`src/hw/itcf_defines.svh`:
```
// constants for the interval timer with carry flag
`ifndef ITCF_DEFINES_SVH
`define ITCF_DEFINES_SVH

`define ITCF_ADDR_MODE     6'h0_9
`define ITCF_ADDR_JUDGE    6'h1_7
`define ITCF_ADDR_PERMIT   6'h2_F
`define ITCF_ADDR_REQUEST  6'h3_F

`define ITCF_MODE_RESET    4'h0
`define ITCF_MODE_DIV6_BIT 3
`define ITCF_TIMER_BIT     0
`define ITCF_CARRY_BIT     0

`define ITCF_CLK_NS        25
`define ITCF_T5MS_NS       5000000
`define ITCF_T100MS_NS     100000000
`define ITCF_HALF5_CYC     (`ITCF_T5MS_NS / `ITCF_CLK_NS / 2)
`define ITCF_HALF100_CYC   (`ITCF_T100MS_NS / `ITCF_CLK_NS / 2)

`endif

```
`src/hw/itcf_pkg.sv`:
```
// types for the interval timer with carry flag
package itcf_pkg;
  typedef enum logic [2:0] {
    SEL_10HZ  = 3'b000,
    SEL_200HZ = 3'b001,
    SEL_EXT   = 3'b010,
    SEL_MAINS = 3'b011
  } itcf_sel_t;
endpackage

```
`src/hw/itcf_timer.sv`:
```
// interval timer, carry flag, chip-enable reset sync and timer interrupt
`timescale 1ns/1ps
`default_nettype none
`include "itcf_defines.svh"

module itcf_timer #(
  parameter int unsigned HALF5   = `ITCF_HALF5_CYC,
  parameter int unsigned HALF100 = `ITCF_HALF100_CYC
) (
  // clock and reset
  input  wire logic       clock,
  input  wire logic       sys_rst,
  input  wire logic       clkEn,
  // register window
  input  wire logic [5:0] regAddr,
  input  wire logic       regRd,
  input  wire logic       regWr,
  input  wire logic [3:0] regWrData,
  output logic      [3:0] rdData_ff,
  // pins
  input  wire logic       mainsIn,
  input  wire logic       chipEnable,
  // status and events
  output logic            carryFlag_ff,
  output logic            timerIrq_ff,
  output logic            ceReset_ff
);

  localparam int W5   = $clog2(HALF5);
  localparam int W100 = $clog2(HALF100);

  logic [W5-1:0]   c5_ff, nxt_c5;
  logic [W100-1:0] c100_ff, nxt_c100;
  logic            p200_ff, nxt_p200;
  logic            p10_ff, nxt_p10;
  logic [2:0]      extCnt_ff, nxt_extCnt;
  logic            mainsPrev_ff, nxt_mainsPrev;
  logic [3:0]      mode_ff, nxt_mode;
  logic [3:0]      permit_ff, nxt_permit;
  logic [3:0]      request_ff, nxt_request;
  logic            armed_ff, nxt_armed;
  logic            prevA_ff, nxt_prevA;
  logic            prevB_ff, nxt_prevB;
  logic            cePrev_ff, nxt_cePrev;
  logic            cePend_ff, nxt_cePend;
  logic            swDone_ff, nxt_swDone;
  logic            nxt_carry, nxt_irq, nxt_ceReset;
  logic [3:0]      nxt_rdData;

  itcf_pkg::itcf_sel_t sel;
  logic extLvl, selA, selB, modeChg, setEvt, rdJudge, wrJudge;

  always_comb begin
    sel     = itcf_pkg::itcf_sel_t'(mode_ff[2:0]);
    // mains divided by 5 or 6 gives the 10 Hz external base
    extLvl  = (extCnt_ff < 3'h2);
    // codes above 3 fall back to the 10 Hz base
    unique case (sel)
      itcf_pkg::SEL_200HZ: selA = p200_ff;
      itcf_pkg::SEL_EXT:   selA = extLvl;
      itcf_pkg::SEL_MAINS: selA = mainsIn;
      default:             selA = p10_ff;
    endcase
    // selector B follows the internal/external choice only
    selB    = (mode_ff[1]) ? extLvl : p10_ff;
    modeChg = regWr && (regAddr == `ITCF_ADDR_MODE) && (regWrData[2:0] != mode_ff[2:0]);
    rdJudge = regRd && (regAddr == `ITCF_ADDR_JUDGE);
    wrJudge = regWr && (regAddr == `ITCF_ADDR_JUDGE);
    // a switch is judged one cycle on, by the newly selected pulse alone
    setEvt  = armed_ff && selA && (!prevA_ff || swDone_ff);
  end

  // free-running time bases, never reloaded by selection changes
  always_comb begin
    nxt_c5        = c5_ff;
    nxt_p200      = p200_ff;
    nxt_c100      = c100_ff;
    nxt_p10       = p10_ff;
    nxt_extCnt    = extCnt_ff;
    nxt_mainsPrev = mainsIn;
    if (c5_ff == W5'(HALF5 - 1)) begin
      nxt_c5   = '0;
      nxt_p200 = !p200_ff;
    end else begin
      nxt_c5 = c5_ff + W5'(1);
    end
    if (c100_ff == W100'(HALF100 - 1)) begin
      nxt_c100 = '0;
      nxt_p10  = !p10_ff;
    end else begin
      nxt_c100 = c100_ff + W100'(1);
    end
    if (mainsIn && !mainsPrev_ff) begin
      if (extCnt_ff >= (mode_ff[`ITCF_MODE_DIV6_BIT] ? 3'h5 : 3'h4)) begin
        nxt_extCnt = 3'h0;
      end else begin
        nxt_extCnt = extCnt_ff + 3'h1;
      end
    end
  end

  // mode register holds the selection; the switch itself is handled in setEvt
  always_comb begin
    nxt_mode   = mode_ff;
    nxt_permit = permit_ff;
    // kept one cycle so the old pulse level cannot decide the switch
    nxt_swDone = modeChg;
    if (regWr && regAddr == `ITCF_ADDR_MODE) begin
      nxt_mode = regWrData;
    end
    if (regWr && regAddr == `ITCF_ADDR_PERMIT) begin
      nxt_permit = regWrData;
    end
  end

  // carry flip-flop and its judge-register mirror are one bit
  always_comb begin
    nxt_armed  = armed_ff;
    nxt_carry  = carryFlag_ff;
    nxt_prevA  = selA;
    nxt_rdData = 4'h0;
    if (rdJudge) begin
      nxt_armed  = 1'b1;
      nxt_carry  = 1'b0;
      nxt_rdData = {3'h0, carryFlag_ff};
    end
    // set wins over a coinciding read so no interval is lost
    if (setEvt) begin
      nxt_carry = 1'b1;
    end
    if (regRd) begin
      unique case (regAddr)
        `ITCF_ADDR_MODE:    nxt_rdData = mode_ff;
        `ITCF_ADDR_JUDGE:   nxt_rdData = {3'h0, carryFlag_ff};
        `ITCF_ADDR_PERMIT:  nxt_rdData = permit_ff;
        `ITCF_ADDR_REQUEST: nxt_rdData = request_ff;
        default:            nxt_rdData = 4'h0;
      endcase
    end
    // a write to the judge register is dropped on purpose
    if (wrJudge) begin
      nxt_carry = nxt_carry;
    end
  end

  // chip-enable reset waits for the next carry set; a read at that moment defers it
  // cePrev_ff resets low, so a pin already high at release counts as a rise
  always_comb begin
    nxt_cePrev  = chipEnable;
    nxt_cePend  = cePend_ff;
    nxt_ceReset = 1'b0;
    if (chipEnable && !cePrev_ff) begin
      nxt_cePend = 1'b1;
    end
    if (cePend_ff && setEvt && !rdJudge) begin
      nxt_ceReset = 1'b1;
      nxt_cePend  = 1'b0;
    end
  end

  // timer interrupt request, set by selector B edge; set beats software clear
  always_comb begin
    nxt_prevB   = selB;
    nxt_request = request_ff;
    if (regWr && regAddr == `ITCF_ADDR_REQUEST) begin
      nxt_request = regWrData;
    end
    if (selB && !prevB_ff) begin
      nxt_request[`ITCF_TIMER_BIT] = 1'b1;
    end
    nxt_irq = nxt_request[`ITCF_TIMER_BIT] && nxt_permit[`ITCF_TIMER_BIT];
  end

  // reset leaves a disarmed carry and the 10 Hz internal base
  always_ff @(posedge clock or posedge sys_rst) begin
    if (sys_rst) begin
      swDone_ff    <= 1'b0;
      c5_ff        <= '0;
      c100_ff      <= '0;
      p200_ff      <= 1'b0;
      p10_ff       <= 1'b0;
      extCnt_ff    <= 3'h0;
      mainsPrev_ff <= 1'b0;
      mode_ff      <= `ITCF_MODE_RESET;
      permit_ff    <= 4'h0;
      request_ff   <= 4'h0;
      armed_ff     <= 1'b0;
      carryFlag_ff <= 1'b0;
      prevA_ff     <= 1'b0;
      prevB_ff     <= 1'b0;
      cePrev_ff    <= 1'b0;
      cePend_ff    <= 1'b0;
      ceReset_ff   <= 1'b0;
      timerIrq_ff  <= 1'b0;
      rdData_ff    <= 4'h0;
    end else if (clkEn) begin
      swDone_ff    <= nxt_swDone;
      c5_ff        <= nxt_c5;
      c100_ff      <= nxt_c100;
      p200_ff      <= nxt_p200;
      p10_ff       <= nxt_p10;
      extCnt_ff    <= nxt_extCnt;
      mainsPrev_ff <= nxt_mainsPrev;
      mode_ff      <= nxt_mode;
      permit_ff    <= nxt_permit;
      request_ff   <= nxt_request;
      armed_ff     <= nxt_armed;
      carryFlag_ff <= nxt_carry;
      prevA_ff     <= nxt_prevA;
      prevB_ff     <= nxt_prevB;
      cePrev_ff    <= nxt_cePrev;
      cePend_ff    <= nxt_cePend;
      ceReset_ff   <= nxt_ceReset;
      timerIrq_ff  <= nxt_irq;
      rdData_ff    <= nxt_rdData;
    end
  end
endmodule
`default_nettype wire

```
`config.mk`:
```
export PLATFORM = sky130hd
export DESIGN_NAME = itcf_timer
export DESIGN_NICKNAME = d
export VERILOG_FILES = /design/src/hw/itcf_pkg.sv /design/src/hw/itcf_timer.sv
export VERILOG_INCLUDE_DIRS = /design/src /design/src/hw
export SDC_FILE = /design/constraint.sdc
export NUM_CORES = 1
export LEC_CHECK = 0
export BUFFER_PORTS_ARGS = -buffer_cell sky130_fd_sc_hd__buf_4
export CAP_MARGIN = 0
export CORE_UTILIZATION = 60
export CTS_BUF_LIST = sky130_fd_sc_hd__clkbuf_4 sky130_fd_sc_hd__clkbuf_8 sky130_fd_sc_hd__clkbuf_16
export DETAILED_ROUTE_END_ITERATION = 10
export HOLD_SLACK_MARGIN = 0.15
export PLACE_DENSITY_LB_ADDON = 0.2
export SETUP_SLACK_MARGIN = 0.15
export SLEW_MARGIN = 5
export SYNTH_ARGS = -nofsm -noshare
export SYNTH_HDL_FRONTEND = slang
export SYNTH_SLANG_ARGS = --single-unit
```
`constraint.sdc`:
```
create_clock -name clock -period 2.1 [get_ports clock]
set_input_delay 0.21 -clock clock [delete_from_list [all_inputs] [get_ports clock]]
set_output_delay 0.21 -clock clock [all_outputs]
set_load 0.1 [all_outputs]
```
Word-level counts from Yosys, hierarchy flattened
Cells that the tools add are included.
{ "op_classes": {"addsub": 3, "multipliers": 0, "div": 0, "magnitude_cmp": 2, "eq_ne": 10, "shifts": 0, "mux": 17, "bitwise_logic": 0, "n_reduce_logical": 32} }
{ "ops": {"columns": ["operator", "count"], "rows": [
  ["21-bit by 1-bit adder with 21-bit output (second input constant)", 1],
  ["21-bit == test (second input constant)", 1],
  ["21-bit 2-to-1 mux", 1],
  ["2-bit AND reduction", 9],
  ["17-bit by 1-bit adder with 17-bit output (second input constant)", 1],
  ["17-bit == test (second input constant)", 1],
  ["17-bit 2-to-1 mux", 1],
  ["4-bit case mux with 4 select lines", 1],
  ["1-bit logical AND", 13],
  ["6-bit == test (second input constant)", 2],
  ["1-bit 2-to-1 mux", 11],
  ["1-bit logical NOT", 7],
  ["3-bit by 2-bit == test with 1-bit output (second input constant)", 2],
  ["6-bit by 4-bit == test with 1-bit output (second input constant)", 1],
  ["6-bit by 5-bit == test with 1-bit output (second input constant)", 1],
  ["4-bit 2-to-1 mux", 1],
  ["2-bit nonzero test", 2],
  ["3-bit by 1-bit adder with 3-bit output (second input constant)", 1],
  ["3-bit by 1-bit == test with 1-bit output (second input constant)", 1],
  ["3-bit >= comparator", 1],
  ["3-bit by 2-bit less-than comparator with 1-bit output (second input constant)", 1],
  ["3-bit 2-to-1 mux", 1],
  ["3-bit inequality test", 1],
  ["1-bit case mux with 3 select lines", 1],
  ["1-bit logical OR", 1]
]} }
{ "totals": {"ff_bits": 69, "latch_bits": 0, "ramBits": 0, "rom_bits": 0, "input_bits": 17, "out_inout_bits": 7, "mem_count": 0} }

Logic depth before layout (Yosys ltp)
{ "logic_depth": {"word_depth": 8, "mapped_depth": 6, "ltp_nobuf": 6} }

Worst setup path after synthesis
Ideal clock, no wire load.
{ "synth_path": {"kind": "register to register", "startpoint": "reg c100_ff[0]", "endpoint": "reg c100_ff[16]", "setup_ps": 123, "t_arrival_ps": 1589, "path_slack_ps": 388, "stages_incl_launch_ff": 6, "path_buffers": 0, "path_cell_list": "dfrtp_1 ha_1 nand3_1 nor4_1 nand4_1 xnor2_1"} }
{ "synth_via": {"elab_chain_len": 2, "elab_cells_between_ends": 3, "classes_between": "add/sub: 1; eq/ne: 1; mux: 1"} }
{ "synth_lines": {"columns": ["element", "line", "rtl"], "rows": [
  ["start, declared", "itcf_timer.sv:33", "logic [W100-1:0] c100_ff, nxt_c100;"],
  ["start signal, assigned", "itcf_timer.sv:199", "c100_ff <= nxt_c100;"],
  ["21-bit by 1-bit adder with 21-bit output / 21-bit == test (equally long branches)", "itcf_timer.sv:91, itcf_timer.sv:87", null],
  ["21-bit 2-to-1 mux (*)", "itcf_timer.sv:87", "if (c100_ff == W100'(HALF100 - 1)) begin"]
]} }
Mark *: on every way between the ends. The rest lies on a longest branch, timed or not.
A chain may end at the register's enable or synchronous reset.

Worst setup path after layout
{ "layout_path": {"startpoint": "reg c100_ff[2]", "endpoint": "reg c100_ff[15]"} }
The elaborated chain is that of the path after synthesis.

==> metrics.md <==
| Metric | Value |
|---|---|
| Status | finished clean |
| Final setup fails | 0 |
| Mean area per synthesized cell | 10.6 µm² |
| Critical path startpoint | c100_ff[2] |
| Worst min path class | input port to flip-flop |
| Crit path time final | approximately 1700 ps |
| FF-to-FF Start | c100_ff[2] |
| Crit Path Class | flip-flop to flip-flop |
| Chip width | around 78 µm |
| CORE AREA | between 5000 and 6000 µm² |
| CP peak stage delay | 450 ps |
| Final worst setup slack | approximately 430 ps |
| Worst path cell trace | nand4_4 > or3_4 > or4_1 > a21oi_1 |
| Synthesized instance count | 324 |
| Vias | roughly 2500 |
| Worst R2R Setup Slack | approximately 430 ps |
| Drt via density | 5.80 |
| DIE AREA | between 6000 and 7000 µm² |
| Num rows | 27 |
| Fin area | 4020 µm² |
| # fillers | 400 |
| Starting Density | 0.624 |
| RD Place Congestion | between 0.8 and 0.9 |
| Setup_tns | 0 ps |
| Synth cell types | 48 |
| Die height | just under 80 µm |
| Skew-Pair Late Insertion Delay | about 340 ps |
| Max-slew headroom | 0.681 |
| Area Overhead vs Synth | 16.8% |
| Setup crit end | c100_ff[15] |
| Skew final | about 12 ps |
| Grt total ovfl | 0 |
| Largest net degree at the start of global routing | 29 |
| EDFF count, synth | 0 |
| Vias in the first global route | approximately 2400 |
| Measured slew at the worst slew-check pin | roughly 480 ps |
| Synthesized area | 3440 µm² |
| Final Hold Vio Count | 0 |
| Primary FF master, synth | dfrtp_1 |
| H-tree Lvls | 3 |
| Buffers on Ports | 23 |
| DRC Markers | 0 |
| Max_cap viols | 0 |
| Iter 0 DRT Violations | 158 |
| TritonCTS clock tree | built |
| Global-route wire length before repair | approximately 11 mm |
| Antenna-violating nets left | 0 |
| DR pass1 iterations | 4 |
| Crit-path max FO | 7 |
| Total placed instance area | 3720 µm² |
| Area share of the largest cell type after synthesis | 0.502 |
| Asr flop ratio synth | 1.00 |
| Final Max Slew Viols | 0 |
| CP Capture Type | flip-flop |
| Worst EP required | roughly 2400 ps |
| CTS Root Cell | clkbuf_8 |
| Top cells by area, synth | dfrtp_1 (50%), xnor2_1 (6.4%), mux2_2 (5.2%) |
| Unrepaired setup endpoints after global routing | false |
| Register area share after synthesis | 0.502 |
| Pre-CTS setup slack | between 400 and 500 ps |
| Resized Gates After CTS | 0 |
| Cell Pwr Density | 884 nW/µm² |
| Mapped Nets | between 300 and 400 |
| TritonCTS Sinks | a little under 70 |
| Antenna Cells | 0 |
| Max clock buf depth | 2 |
| Reg2reg end | c100_ff[15] |
| VDD IR max | between 400 and 500 µV |
| Wirelength per Cell | 14.7 µm |
| Initial antenna violation count | 0 |
| Crit path launch type | flip-flop |
| Pleak | about 1.8 nW |
| Yosys warning total | 0 |
| Period Utilization, post-route | 0.795 |
| Clk slew on worst S/H paths | 80 ps |
| Fmax | roughly 600 MHz |
| Inserted Clock Buffers | 9 |
| Worst Reg-to-Reg Cells | 4 |
| Share of cells above drive strength 1 | 0.196 |
| Routed wire length | ~6.4 mm |
| Io pins | 24 |
| Slowest stage cell, crit path | dfrtp_1 |
| Worst Path Arrival | a little under 2000 ps |
| Detailed placement HPWL | between 4 and 5 mm |
| Yosys top cell by area | dfrtp_1 |
| NumNets Final | about 380 |
| Flops & latches, synth | roughly 70 |
| GRT Total Usage | 0.238 |
[cells in the mapped netlist, drive strengths merged (5+ instances only)]
cell,count
o21ai,8
xor2,9
and4,8
nand3,22
inv,14
mux2i,8
nand2,19
o22ai,5
mux2,16
and3,8
nand4,12
dfrtp,69
xnor2,25
nor2,29
nor3,7
clkbuf,7
a21oi,8
[placed cells by master, fill, tap and decap left out, types with 5 or more instances in the layout]
master	count
inv_1	13
and4_1	6
mux2_2	16
xor2_1	9
xnor2_1	25
mux2i_1	8
dlygate4sd3_1	7
buf_4	29
a21oi_1	8
o22ai_1	5
nand2_1	19
nor2_1	28
nand4_1	11
clkbuf_8	10
nor3_1	6
o21ai_0	8
and3_1	8
nand3_1	22
dfrtp_1	69
[how the worst min path moves through the flow]
stage / start / slack (ps) / endpoint / depth (start not counted)
2_1_floorplan: chipEnable / 340 / cePrev_ff / 2
6_report: regRd / 200 / armed_ff / 3
4_1_cts: regRd / 190 / armed_ff / 3
3_3_place_gp: sys_rst / 260 / c5_ff[12] / 2
5_1_grt: regRd / 230 / armed_ff / 3
3_5_place_dp: sys_rst / 270 / c5_ff[14] / 2
[cell families after synthesis]
logic type,share of synthesized area
simple gates,0.208
flops,0.502
compound gates,0.0837
xor+xnor,0.0866
buf+inv,0.0291
mux,0.0757
fa+ha+maj,0.0146
[flip-flops by register name, indices dropped and copies added (netlist names)]
name,cells
p200_ff,1
extCnt_ff,3
mainsPrev_ff,1
c100_ff,21
prevB_ff,1
armed_ff,1
cePend_ff,1
prevA_ff,1
cePrev_ff,1
c5_ff,17
request_ff,4
p10_ff,1
rdData_ff,4
permit_ff,4
swDone_ff,1
ceReset_ff,1
mode_ff,4
carryFlag_ff,1
timerIrq_ff,1
[power by group]
group	switching [W]	internal, W
clock	0.000501	0.000716
combinational	0.000305	0.000283
sequential	0.000223	0.00152
total	0.00103	0.00252
[metal layers]
metal | routed length [µm] | vias up | track usage
li1 | - | 1241 | -
met1 | 2940 | 1214 | 0.313
met2 | 3110 | 75 | 0.379
met3 | 251 | 15 | 0.0424
met4 | 147 | 0 | 0.123
met5 | 0 | - | 0
[cell type report]
cell class / count / area [µm²] / share of cell area
timing repair buffer: 37 / 308 / 0.0766
clock buffer: 11 / 145 / 0.0361
sequential: 69 / 1730 / 0.430
clock inverter: 5 / 83.8 / 0.0209
tap: 72 / 90.1 / 0.0224
inverter: 14 / 52.6 / 0.0131
multi-input combinational: 231 / 1610 / 0.401
[per-stage QoR]
step / power, W / util / cells / hold slack, ps
after floorplan: 0.00217 / - / 324 / 345
after global placement: 0.00232 / 0.675 / 416 / 260
after detailed placement: 0.00235 / 0.675 / 416 / 269
after CTS: 0.00357 / 0.730 / 439 / 186
after global routing: 0.00373 / 0.730 / 439 / 229
final: 0.00355 / 0.730 / 439 / 196
[worst max-delay path: cells and delay by family (launching register included)]
kind	cells	cell delay, ps
AOI/OAI and AO/OA	1	140
and+or+nand+nor	3	1010
DFF	1	450
[timing repair]
action                    in CTS  in global routing
hold buffers                   7                  0
setup buffers                  0                  0
hold endpoints to repair      32                  0
No activity file was read; power rests on OpenSTA's default activity.
